===== config.mk =====
export PLATFORM = sky130hd
export DESIGN_NAME = pwm_timer
export DESIGN_NICKNAME = d
export VERILOG_FILES = /design/src/hdl/tmr_pkg.sv /design/src/hdl/pwm_timer.sv
export VERILOG_INCLUDE_DIRS = /design/src /design/src/hdl
export SDC_FILE = /design/constraint.sdc
export NUM_CORES = 1
export LEC_CHECK = 0
export ABC_CLOCK_PERIOD_IN_PS = 2600
export BUFFER_PORTS_ARGS = -buffer_cell sky130_fd_sc_hd__buf_2
export CORE_ASPECT_RATIO = 0.6
export CORE_MARGIN = 1.5
export CORE_UTILIZATION = 55
export DETAILED_ROUTE_END_ITERATION = 10
export PLACE_DENSITY = 0.78
export SYNTH_ARGS = -nofsm -noshare
export SYNTH_HDL_FRONTEND = slang
export SYNTH_SLANG_ARGS = --single-unit

===== constraint.sdc =====
create_clock -name clk_i -period 2.6 [get_ports clk_i]
set_input_delay 0.26 -clock clk_i [delete_from_list [all_inputs] [get_ports clk_i]]
set_output_delay 0.26 -clock clk_i [all_outputs]
set_load 0.03 [all_outputs]

===== src/hdl/tmr_defines.svh =====
// Purpose: named constants for the compare/waveform timer block
// Assumes: 32-bit classic Wishbone register port, byte addressed
// Notes:   definitions only
`ifndef TMR_DEFINES_SVH
`define TMR_DEFINES_SVH

// ==========================================================
// register byte offsets
`define TMR_OFS_CTRL     8'h00
`define TMR_OFS_COUNT    8'h04
`define TMR_OFS_CMPA     8'h08
`define TMR_OFS_CMPB     8'h0C
`define TMR_OFS_FLAGS    8'h10
`define TMR_OFS_PORT     8'h14

// ==========================================================
// control register fields
`define TMR_CTRL_WGM_LSB   0
`define TMR_CTRL_WGM_MSB   2
`define TMR_CTRL_COMB_LSB  4
`define TMR_CTRL_COMB_MSB  5
`define TMR_CTRL_COMA_LSB  6
`define TMR_CTRL_COMA_MSB  7
`define TMR_CTRL_CS_LSB    8
`define TMR_CTRL_CS_MSB    10
`define TMR_CTRL_FOCA_BIT  16
`define TMR_CTRL_FOCB_BIT  17

// ==========================================================
// flag and port register fields
`define TMR_FLG_OVF_BIT    0
`define TMR_FLG_CMPA_BIT   1
`define TMR_FLG_CMPB_BIT   2
`define TMR_PORT_VALA_BIT  0
`define TMR_PORT_VALB_BIT  1
`define TMR_PORT_DIRA_BIT  2
`define TMR_PORT_DIRB_BIT  3
`define TMR_PORT_OCSA_BIT  8
`define TMR_PORT_OCSB_BIT  9

// ==========================================================
// counter values and action codes
`define TMR_BOTTOM      8'h00
`define TMR_MAX         8'hFF
`define TMR_CS_STOP     3'h0
`define TMR_ACT_OFF     2'h0
`define TMR_ACT_TOGGLE  2'h1
`define TMR_ACT_CLEAR   2'h2
`define TMR_ACT_SET     2'h3
`define TMR_RD_ZERO     32'h0000_0000

`endif


===== src/hdl/tmr_pkg.sv =====
// Purpose: types for the compare/waveform timer block
// Assumes: classic Wishbone request/response carried as structs
// Notes:   constants live in tmr_defines.svh
package tmr_pkg;

    // ==========================================================
    // waveform modes that the counter knows
    typedef enum logic [2:0] {
        WM_NORMAL = 3'h0,   // free-running up count
        WM_CTC    = 3'h2,   // clear on compare A
        WM_FAST   = 3'h3,   // fast pwm, top at max
        WM_FASTA  = 3'h7    // fast pwm, top at compare A
    } wave_mode_t;

    // ==========================================================
    // bus carriers
    typedef struct packed {
        logic        cyc;   // cycle valid
        logic        stb;   // strobe
        logic        we;    // write enable
        logic [7:0]  adr;   // byte address
        logic [3:0]  sel;   // byte lanes
        logic [31:0] dat;   // write data
    } wb_req_t;

    typedef struct packed {
        logic        ack;   // answer
        logic [31:0] dat;   // read data
    } wb_rsp_t;

    // compare output pins, three-signal form minus input
    typedef struct packed {
        logic out_a;        // level for pin a
        logic oe_a;         // pin a driven
        logic out_b;        // level for pin b
        logic oe_b;         // pin b driven
    } pin_t;

    // ==========================================================
    // whole module state
    typedef struct packed {
        logic [7:0]  cnt;   // counter_value
        logic [7:0]  bufa;  // software copy of compare_value_a
        logic [7:0]  bufb;  // software copy of compare value b
        logic [7:0]  effa;  // compare_value_a in effect
        logic [7:0]  effb;  // compare value b in effect
        logic        ocsa;  // compare_output_a state
        logic        ocsb;  // compare_output_b state
        logic        ovf;   // overflow_flag
        logic        ocfa;  // compare_flag_a
        logic        ocfb;  // compare flag b
        logic        blk;   // match block after counter write
        logic [2:0]  wgm;   // waveform_mode_field
        logic [1:0]  coma;  // compare_output_action_a
        logic [1:0]  comb;  // compare output action b
        logic [2:0]  cs;    // clock_select_field
        logic [1:0]  pval;  // ordinary port values b,a
        logic [1:0]  pdir;  // pin_direction_bit b,a
        logic        ack;   // bus answer
        logic [31:0] rdat;  // read data
    } tmr_state_t;

endpackage : tmr_pkg


===== src/hdl/pwm_timer.sv =====
// Purpose: 8-bit timer with normal, clear-on-match and fast pwm modes
// Assumes: tick_i is the prescaled timer clock enable, one cycle wide
// Notes:   phase correct modes are not built; other codes count up
`timescale 1ns/100ps
`include "tmr_defines.svh"

// Contract
// - nonzero action: compare state overrides port value
// - pin direction bit still gates the pin
// - reset clears both compare output states
// - override depends on action field only
// - action zero leaves state unchanged on match
// - new action used from next match
// - non-pwm force strobe applies action now
// - only mode field picks count sequence
// - mode 0 counts up, wraps ff to 00
// - mode 0 overflow set when counter wraps
// - mode 0 counter writable any time
// - mode 2 clears counter at compare a
// - mode 2 compare a unbuffered, may wrap
// - mode 2 compare flag a at top
// - mode 2 action 1 toggles output a
// - mode 2 overflow on max to zero
// - modes 3,7 count to top then clear
// - fast pwm: 2 clear/set, 3 set/clear
// - fast pwm overflow set at top
// - fast pwm toggle only a, bit2 set
// - compare extremes: spike or constant output
// - fast pwm compare values double buffered
// - match sets flag next tick, write-one clears
// - counter write blocks next tick's matches
// - clock select zero stops, write wins
// - non-pwm: 01 toggle, 10 clear, 11 set
module pwm_timer (
    // clock and reset
    input  wire logic             clk_i,
    input  wire logic             rst_i,
    // timer clock enable from prescaler
    input  wire logic             tick_i,
    // register bus
    input  wire tmr_pkg::wb_req_t wb_req_i,
    output tmr_pkg::wb_rsp_t      wb_rsp_o,
    // compare output pins
    output tmr_pkg::pin_t         pin_o
);
    import tmr_pkg::*;

    // ==========================================================
    // state and decode signals
    tmr_state_t st_q;       // registered state
    tmr_state_t st_d;       // next state
    logic       tick;       // timer clock, gated by clock select
    logic       pwm;        // fast pwm mode active
    logic [7:0] top;        // top of count
    logic       at_top;     // counter sits at top
    logic       match_a;    // unblocked equality, channel a
    logic       match_b;    // unblocked equality, channel b
    logic       bottom;     // fast pwm clear to bottom this tick
    logic       ovf_set;    // overflow event this cycle, beats a clear
    logic       req;        // bus request present, still high in its ack cycle
    logic       wr;         // write takes effect this edge
    logic       wr_cnt;     // software write of the counter
    logic       foc_a;      // force strobe a accepted
    logic       foc_b;      // force strobe b accepted

    // ==========================================================
    // next compare output state for one channel
    function automatic logic next_ocs(input logic       cur,
                                      input logic [1:0] com,
                                      input logic       hit,
                                      input logic       bot,
                                      input logic       fast,
                                      input logic       tgl_ok);
        logic r;
        r = cur;
        if (!fast) begin
            // non-pwm: action codes on match
            if (hit) begin
                case (com)
                    `TMR_ACT_TOGGLE: r = ~cur;
                    `TMR_ACT_CLEAR:  r = 1'b0;
                    `TMR_ACT_SET:    r = 1'b1;
                    default:         r = cur;
                endcase
            end
        end else if (com == `TMR_ACT_TOGGLE) begin
            // toggle only where allowed
            if (hit && tgl_ok) begin
                r = ~cur;
            end
        end else if (com[1]) begin
            // bottom beats a match at top, so compare at max is flat
            if (bot) begin
                r = ~com[0];
            end else if (hit) begin
                r = com[0];
            end
        end
        return r;
    endfunction : next_ocs

    // ==========================================================
    // mode decode and comparators
    always_comb begin
        tick    = tick_i && (st_q.cs != `TMR_CS_STOP);
        pwm     = (st_q.wgm == WM_FAST) || (st_q.wgm == WM_FASTA);
        top     = (st_q.wgm == WM_FASTA) ? st_q.effa : `TMR_MAX;
        at_top  = (st_q.cnt == top);
        match_a = (st_q.cnt == st_q.effa) && !st_q.blk;
        match_b = (st_q.cnt == st_q.effb) && !st_q.blk;
        bottom  = tick && pwm && at_top;
        ovf_set = tick && (pwm ? at_top : (st_q.cnt == `TMR_MAX));
    end

    // ==========================================================
    // bus decode: answer one cycle after the request, write then
    always_comb begin
        req    = wb_req_i.cyc && wb_req_i.stb;
        wr     = req && wb_req_i.we && st_q.ack;
        wr_cnt = wr && (wb_req_i.adr == `TMR_OFS_COUNT) && wb_req_i.sel[0];
        foc_a  = wr && (wb_req_i.adr == `TMR_OFS_CTRL) && wb_req_i.sel[2]
                 && wb_req_i.dat[`TMR_CTRL_FOCA_BIT] && !pwm;
        foc_b  = wr && (wb_req_i.adr == `TMR_OFS_CTRL) && wb_req_i.sel[2]
                 && wb_req_i.dat[`TMR_CTRL_FOCB_BIT] && !pwm;
    end

    // ==========================================================
    // next state
    always_comb begin
        st_d = st_q;
        // counting, held without a tick
        if (tick) begin
            st_d.blk = 1'b0;
            if (pwm) begin
                st_d.cnt = at_top ? `TMR_BOTTOM : st_q.cnt + 8'h01;
                if (at_top) begin
                    st_d.ovf  = 1'b1;
                    st_d.effa = st_q.bufa;
                    st_d.effb = st_q.bufb;
                end
            end else if (st_q.wgm == WM_CTC) begin
                // unbuffered top: a top below count wraps through max
                st_d.cnt = match_a ? `TMR_BOTTOM : st_q.cnt + 8'h01;
                if (st_q.cnt == `TMR_MAX) begin
                    st_d.ovf = 1'b1;
                end
            end else begin
                st_d.cnt = st_q.cnt + 8'h01;
                if (st_q.cnt == `TMR_MAX) begin
                    st_d.ovf = 1'b1;
                end
            end
            // flags on the tick after equality
            if (match_a) begin
                st_d.ocfa = 1'b1;
            end
            if (match_b) begin
                st_d.ocfb = 1'b1;
            end
            // waveform, action read at the match itself
            st_d.ocsa = next_ocs(st_q.ocsa, st_q.coma, match_a, bottom, pwm,
                                 st_q.wgm[2]);
            st_d.ocsb = next_ocs(st_q.ocsb, st_q.comb, match_b, bottom, pwm,
                                 1'b0);
        end
        // force strobes act as a match without flags or clear
        if (foc_a) begin
            st_d.ocsa = next_ocs(st_d.ocsa, st_q.coma, 1'b1, 1'b0, 1'b0, 1'b0);
        end
        if (foc_b) begin
            st_d.ocsb = next_ocs(st_d.ocsb, st_q.comb, 1'b1, 1'b0, 1'b0, 1'b0);
        end
        // register writes
        if (wr) begin
            case (wb_req_i.adr)
                `TMR_OFS_CTRL: begin
                    if (wb_req_i.sel[0]) begin
                        st_d.wgm  = wb_req_i.dat[`TMR_CTRL_WGM_MSB:`TMR_CTRL_WGM_LSB];
                        st_d.comb = wb_req_i.dat[`TMR_CTRL_COMB_MSB:`TMR_CTRL_COMB_LSB];
                        st_d.coma = wb_req_i.dat[`TMR_CTRL_COMA_MSB:`TMR_CTRL_COMA_LSB];
                    end
                    if (wb_req_i.sel[1]) begin
                        st_d.cs = wb_req_i.dat[`TMR_CTRL_CS_MSB:`TMR_CTRL_CS_LSB];
                    end
                end
                `TMR_OFS_COUNT: begin
                    // write beats count and clear, any mode, any time
                    if (wb_req_i.sel[0]) begin
                        st_d.cnt = wb_req_i.dat[7:0];
                        st_d.blk = 1'b1;
                    end
                end
                `TMR_OFS_CMPA: begin
                    if (wb_req_i.sel[0]) begin
                        st_d.bufa = wb_req_i.dat[7:0];
                        if (!pwm) begin
                            st_d.effa = wb_req_i.dat[7:0];
                        end
                    end
                end
                `TMR_OFS_CMPB: begin
                    if (wb_req_i.sel[0]) begin
                        st_d.bufb = wb_req_i.dat[7:0];
                        if (!pwm) begin
                            st_d.effb = wb_req_i.dat[7:0];
                        end
                    end
                end
                `TMR_OFS_FLAGS: begin
                    // write one clears, a set in this cycle wins
                    if (wb_req_i.sel[0]) begin
                        st_d.ovf  = st_d.ovf && !(wb_req_i.dat[`TMR_FLG_OVF_BIT]
                                    && !ovf_set);
                        st_d.ocfa = st_d.ocfa && !(wb_req_i.dat[`TMR_FLG_CMPA_BIT]
                                    && !(tick && match_a));
                        st_d.ocfb = st_d.ocfb && !(wb_req_i.dat[`TMR_FLG_CMPB_BIT]
                                    && !(tick && match_b));
                    end
                end
                `TMR_OFS_PORT: begin
                    if (wb_req_i.sel[0]) begin
                        st_d.pval = {wb_req_i.dat[`TMR_PORT_VALB_BIT],
                                     wb_req_i.dat[`TMR_PORT_VALA_BIT]};
                        st_d.pdir = {wb_req_i.dat[`TMR_PORT_DIRB_BIT],
                                     wb_req_i.dat[`TMR_PORT_DIRA_BIT]};
                    end
                end
                default: begin
                    // unmapped: answered, nothing stored
                end
            endcase
        end
        // bus answer and read data, ack drops after one cycle
        st_d.ack  = req && !st_q.ack;
        st_d.rdat = `TMR_RD_ZERO;
        if (req && !st_q.ack) begin
            case (wb_req_i.adr)
                `TMR_OFS_CTRL: begin
                    st_d.rdat[`TMR_CTRL_WGM_MSB:`TMR_CTRL_WGM_LSB]   = st_q.wgm;
                    st_d.rdat[`TMR_CTRL_COMB_MSB:`TMR_CTRL_COMB_LSB] = st_q.comb;
                    st_d.rdat[`TMR_CTRL_COMA_MSB:`TMR_CTRL_COMA_LSB] = st_q.coma;
                    st_d.rdat[`TMR_CTRL_CS_MSB:`TMR_CTRL_CS_LSB]     = st_q.cs;
                end
                `TMR_OFS_COUNT: st_d.rdat[7:0] = st_q.cnt;
                `TMR_OFS_CMPA:  st_d.rdat[7:0] = st_q.bufa;
                `TMR_OFS_CMPB:  st_d.rdat[7:0] = st_q.bufb;
                `TMR_OFS_FLAGS: begin
                    st_d.rdat[`TMR_FLG_OVF_BIT]  = st_q.ovf;
                    st_d.rdat[`TMR_FLG_CMPA_BIT] = st_q.ocfa;
                    st_d.rdat[`TMR_FLG_CMPB_BIT] = st_q.ocfb;
                end
                `TMR_OFS_PORT: begin
                    st_d.rdat[`TMR_PORT_VALA_BIT] = st_q.pval[0];
                    st_d.rdat[`TMR_PORT_VALB_BIT] = st_q.pval[1];
                    st_d.rdat[`TMR_PORT_DIRA_BIT] = st_q.pdir[0];
                    st_d.rdat[`TMR_PORT_DIRB_BIT] = st_q.pdir[1];
                    st_d.rdat[`TMR_PORT_OCSA_BIT] = st_q.ocsa;
                    st_d.rdat[`TMR_PORT_OCSB_BIT] = st_q.ocsb;
                end
                default: st_d.rdat = `TMR_RD_ZERO;
            endcase
        end
    end

    // ==========================================================
    // state register
    always_ff @(posedge clk_i) begin
        if (rst_i) begin
            st_q <= '0;
        end else begin
            st_q <= st_d;
        end
    end

    // ==========================================================
    // outputs: override follows action field only, never mode
    always_comb begin
        wb_rsp_o.ack = st_q.ack;
        wb_rsp_o.dat = st_q.rdat;
        pin_o.out_a  = (st_q.coma != `TMR_ACT_OFF) ? st_q.ocsa : st_q.pval[0];
        pin_o.out_b  = (st_q.comb != `TMR_ACT_OFF) ? st_q.ocsb : st_q.pval[1];
        pin_o.oe_a   = st_q.pdir[0];
        pin_o.oe_b   = st_q.pdir[1];
    end
endmodule : pwm_timer


# Yosys cells after proc, flatten, opt, wreduce, memory -nomap -nowiden
# Index checks and enable logic that the tools add are counted.
[op_classes]
mux = 63
bitwise_logic = 8
n_shift = 0
reduce_logical = 46
addsub = 1
eq_ne = 18
order_cmp = 0
n_div = 0
n_mul = 0
[op_table]
columns = ["cell", "n"]
rows = [
  ["$mux W8", 18],
  ["$mux W40", 1],
  ["$mux W16", 2],
  ["$logic_and A1 B1 Y1", 25],
  ["$mux W1", 25],
  ["$eq A8 B8 Y1", 3],
  ["$mux W22", 1],
  ["$mux W18", 1],
  ["$pmux W3 S6", 1],
  ["$eq A8 B4 Y1 const B", 2],
  ["$eq A8 B5 Y1 const B", 2],
  ["$pmux W4 S4", 1],
  ["$reduce_and A3 Y1", 5],
  ["$pmux W1 S3", 4],
  ["$mux W10", 1],
  ["$logic_not A1 Y1", 9],
  ["$mux W3", 3],
  ["$add A8 B1 Y8 const B", 1],
  ["$eq A2 B2 Y1 const B", 4],
  ["$eq A8 B3 Y1 const B", 1],
  ["$eq A8 B8 Y1 const B", 1],
  ["$logic_not A8 Y1", 1],
  ["$mux W4", 2],
  ["$not A1 Y1", 8],
  ["other kinds (11)", 14],
]
[totals]
ram_bits = 0
inputBits = 50
latchBits = 0
mem_bits_ro = 0
elab_cells = 157
output_inout_bits = 37
ff_bits = 93
mem_count = 0

# Longest topological paths before layout
[logic_depth]
ltp_word = 13
ltp_mapped = 9
ltp_nobuf = 7

# Worst setup path before layout
# No wires, ideal clock.
[synth_path]
kind = "register to register"
from = "register st_q[85] (netlist name)"
to = "register st_q[52] (netlist name)"
setup_ns = 0.079
t_required_ns = 2.521
slack_ns = 0.444
arrival_time_ns = 2.077
period_less_slack_ns = 2.156
path_stages_with_launch = 10
path_buffers = 2
path_cell_list = "dfxtp_1 buf_4 nor2b_1 a2111oi_2 and3b_2 nand4_1 buf_6 mux2_4 a221o_1 a22oi_1"
[synth_via]
elab_chain_cells = 11
word_cells_on_any_way = 16
cone_classes = "eq/ne: 2; mux: 10; bitwise: 1; reduce/logical: 3"
[synth_lines]
columns = ["element", "line", "rtl"]
rows = [
  ["from (decl)", "pwm_timer.sv:50", "tmr_state_t st_q;"],
  ["from (signal assigned)", "pwm_timer.sv:271", "st_q <= st_d;"],
  ["$eq A8 B8 Y1", "pwm_timer.sv:109", "match_a = (st_q.cnt == st_q.effa) && !st_q.blk;"],
  ["$logic_and A1 B1 Y1", "pwm_timer.sv:109", ""],
  ["$mux W1", "pwm_timer.sv:95", "end else if (hit) begin"],
  ["$mux W1", "pwm_timer.sv:93", "if (bot) begin"],
  ["$mux W1", "pwm_timer.sv:91", "end else if (com[1]) begin"],
  ["$mux W1", "pwm_timer.sv:86", "end else if (com == `TMR_ACT_TOGGLE) begin"],
  ["$mux W1 *", "pwm_timer.sv:76", "if (!fast) begin"],
  ["$mux W22 *", "pwm_timer.sv:132", "if (tick) begin"],
  ["$not A1 Y1", "pwm_timer.sv:80", "`TMR_ACT_TOGGLE: r = ~cur;"],
  ["$pmux W1 S3", "pwm_timer.sv:79", "case (com)"],
  ["$mux W1 *", "pwm_timer.sv:167", "if (foc_a) begin"],
]
# Every way passes the cells marked *; elsewhere a longest branch is shown, timed or not.
# A chain may end at the register's enable or synchronous reset.

# Worst setup path in the final report
[layout_path]
from = "register st_q[91] (netlist name)"
to = "register st_q[87] (netlist name)"
[layout_via]
elab_chain_cells = 9
word_cells_on_any_way = 11
cone_classes = "eq/ne: 2; mux: 8; reduce/logical: 1"
[layout_lines]
columns = ["element", "line", "rtl"]
rows = [
  ["$eq A8 B8 Y1", "pwm_timer.sv:109", ""],
  ["$logic_and A1 B1 Y1", "pwm_timer.sv:109", ""],
  ["$mux W8", "pwm_timer.sv:143", "st_d.cnt = match_a ? `TMR_BOTTOM : st_q.cnt + 8'h01;"],
  ["$mux W8", "pwm_timer.sv:141", "end else if (st_q.wgm == WM_CTC) begin"],
  ["$mux W8 *", "pwm_timer.sv:134", "if (pwm) begin"],
  ["$mux W8 *", "pwm_timer.sv:132", ""],
  ["$mux W8", "pwm_timer.sv:188", "if (wb_req_i.sel[0]) begin"],
  ["$mux W8", "pwm_timer.sv:175", "case (wb_req_i.adr)"],
  ["$mux W40 *", "pwm_timer.sv:174", "if (wr) begin"],
]
# Marks and branches as above.

==> impl_metrics.toml <==
[timing]
max_freq_ghz = 0.415
rsz0062_at_grt = "no"
post-route-period-util_pct = 92.7
worst_pin_slew_ns = 0.660
finClkSkew_ns = 0.00581
slew_headroom_pct = 55.9
fin_tns_setup_ns = 0
hold_viol_final = 0
min_period_ns = 2.41
setup_viol = 0
drv_slew = 0

[drt]
wl_per_cell_um = 18.2
drc = 0
routed_wl_um = 11600
ant_nets = 0
first_pass_iters = 5
vias_per_cell = 5.91
drt_iter0_markers = 476
vias = 3763

[clocking]
postCtsSetupBuffers = 0
clockRootBuffer = "clkbuf_16"
numClockSinks = 72
cts_tree = "done"
path_clk_slew_ns = 0.06
holdBufCountCts = 0
ctsResizeCount = 0
htreeDepth = 3
numCtsBuffers = 9
worst_skew_pair.late_latency_ns = 0.34
clockBufferDepth = 2

[synthesis]
yosys.cell_count.top_type = "dfxtp_1"
postSynthAreaPerCell_um2 = 8.34
netlist.area_leader.share_pct = 34.6
synth-async-reset-ratio_pct = 0
synth_top_area_cell = "dfxtp_1"
yosys_most_used_dff = "dfxtp_1"
synthCells = 499
synth_edf_count = 0
mappedNetlistArea_mm2 = 0.00416
yosysWarnings = 0
synth_area_leaders = "dfxtp_1, mux2i_1, buf_4"
ys_seq_elements = 72
synth.distinct_cells = 62
ys_top_cells_by_count = "dfxtp_1, nor2_1, nand2_1, mux2i_1, buf_4"
synth_seq_area_share_pct = 34.6

[critical_path]
path_common_cell = "a21oi_1"
reg2reg_depth = 8
critical_path_class = "reg2reg"
timing.rr.start = "st_q[91]"
path_cells = "inv_1 -> a2111oi_2 -> nand2_1 -> or4_1 -> a21oi_1 -> buf_4 -> or3_1 -> a21oi_1"
critical_path_arrival_ns = 2.60
worstSetupStartpoint = "st_q[91]"
slowest_stage = "or4_1"
crit_fanout = 8
endpoint_kind = "flop"
max_stage_delay_ns = 0.51
crit_required_ns = 2.79
worst_setup_path_start_kind = "flop"

[floorplanning]
ios = 87
die_w_um = 115
die_h_um = 70.4
initial_core_util_pct = 57.0
dieArea_mm2 = 0.00812
core_area_mm2 = 0.00730
num_rows = 24

[final_layout]
diodes = 0
final_area_mm2 = 0.00464
layoutNonFillerInstCount = 637
syn2layout_area_growth_pct = 11.5
nets = 579
layout-drive-gt1-share_pct = 18.2

[place]
place_inst = 621
gp_congestion = 0.969
hpwlAfterDp_um = 8230
portBuffers = 45
placed_area_mm2 = 0.00434

[pwr]
p_leak_uw = 0.00191
irDropWorstVdd_mv = 0.443
total_power_uw = 2490
power_per_cell_area_mw_per_mm2 = 536

[outcome]
status = "finished, final reports clean"

[flow_run]
cap_viol_max_count = 0

[worst_hold_path]
min_path_type = "in2reg"
hold_depth = 3
worstHoldStart = "wb_req_i[10]"

[grt]
grt_max_degree = 60
gr-usage-all-layers_pct = 30.3
grt_overflow_total = 0
grt_pass1_vias = 3552
grt_first_pass_wirelength_um = 18600
antenna_found_initial = 0
-- final timing paths --
kind	slack [ns]	endpoint
max	0.19	st_q[87]
min	0.16	st_q[39]
max reg2reg	0.19	st_q[87]
min reg2reg	0.47	st_q[74]
-- cell type report --
cell class,instances,area [um^2]
fill,660,2650
multi-input combinational,367,2340
sequential,72,1440
timing repair buffer,66,383
clock buffer,13,260
tap,104,130
inverter,12,45.0
clock inverter,3,40.0
-- worst max-delay path, delay by kind of cell (launching register included) --
family	cells	cell delay, ns
buffers and inverters	2	0.29
AO/OA/AOI/OAI	3	0.65
AND/OR/NAND/NOR	3	0.83
flip-flops	1	0.50
-- metal layers --
metal | up-vias | share of wire [%] | GRT usage (%)
met5 | - | 0 | 0
met4 | 0 | 1.3 | 9.33
met3 | 23 | 13 | 12.2
met2 | 202 | 41 | 42.5
met1 | 1754 | 45 | 42.2
li1 | 1784 | - | -
-- flip-flops by register name, summed over array words and instances, names as in the netlist --
name	count
pin_o	2
st_q	58
wb_rsp_o	12
-- logic make-up (layout without fill, tap and decap cells) --
kind of cell | Yosys count | in the layout | synth area share (%)
AOI/OAI and AO/OA | 92 | 92 | 16.1
xor gates and xnor gates | 16 | 16 | 3.37
DFF | 72 | 72 | 34.6
other | 1 | 21 | 0.0901
buffers and inverters | 80 | 94 | 11.0
muxes | 49 | 49 | 12.7
adders and majority gates | 1 | 1 | 0.301
and+or+nand+nor | 188 | 188 | 21.9
-- power by group --
group / switching, uW / leakage, uW / total [uW] / internal [uW]
Combinational: 106 / 0.00118 / 138 / 31.8
Sequential: 4.97 / 0.000580 / 1110 / 1110
Clock: 446 / 0.000150 / 1240 / 791
Total: 557 / 0.00191 / 2490 / 1930
-- through the flow --
stage,setup slack [ns],util (%),hold slack [ns]
3_5_place_dp,0.305,59.5,0.458
6_report,0.191,63.6,0.158
4_1_cts,0.257,63.6,0.155
5_1_grt,0.123,63.6,0.172
2_1_floorplan,0.444,-,0.396
3_3_place_gp,0.370,59.5,0.453
-- placed cells by master, fill, tap and decap left out, types with 3 or more instances in the layout --
cell type	count
dfxtp_1	72
nor2_1	60
nand2_1	46
buf_2	45
mux2i_1	41
a21oi_1	27
a211oi_1	23
conb_1	21
buf_4	21
nand3_1	14
or3_1	11
nor3_1	10
inv_1	10
xor2_1	10
and3_1	9
clkbuf_16	9
nor2b_1	8
nand4_1	7
xnor2_1	6
o21ai_0	6
mux2_2	5
a31oi_1	5
a22oi_1	5
nor4_1	4
nor4b_1	3
o2111ai_1	3
(Power assumes the default switching activity.)
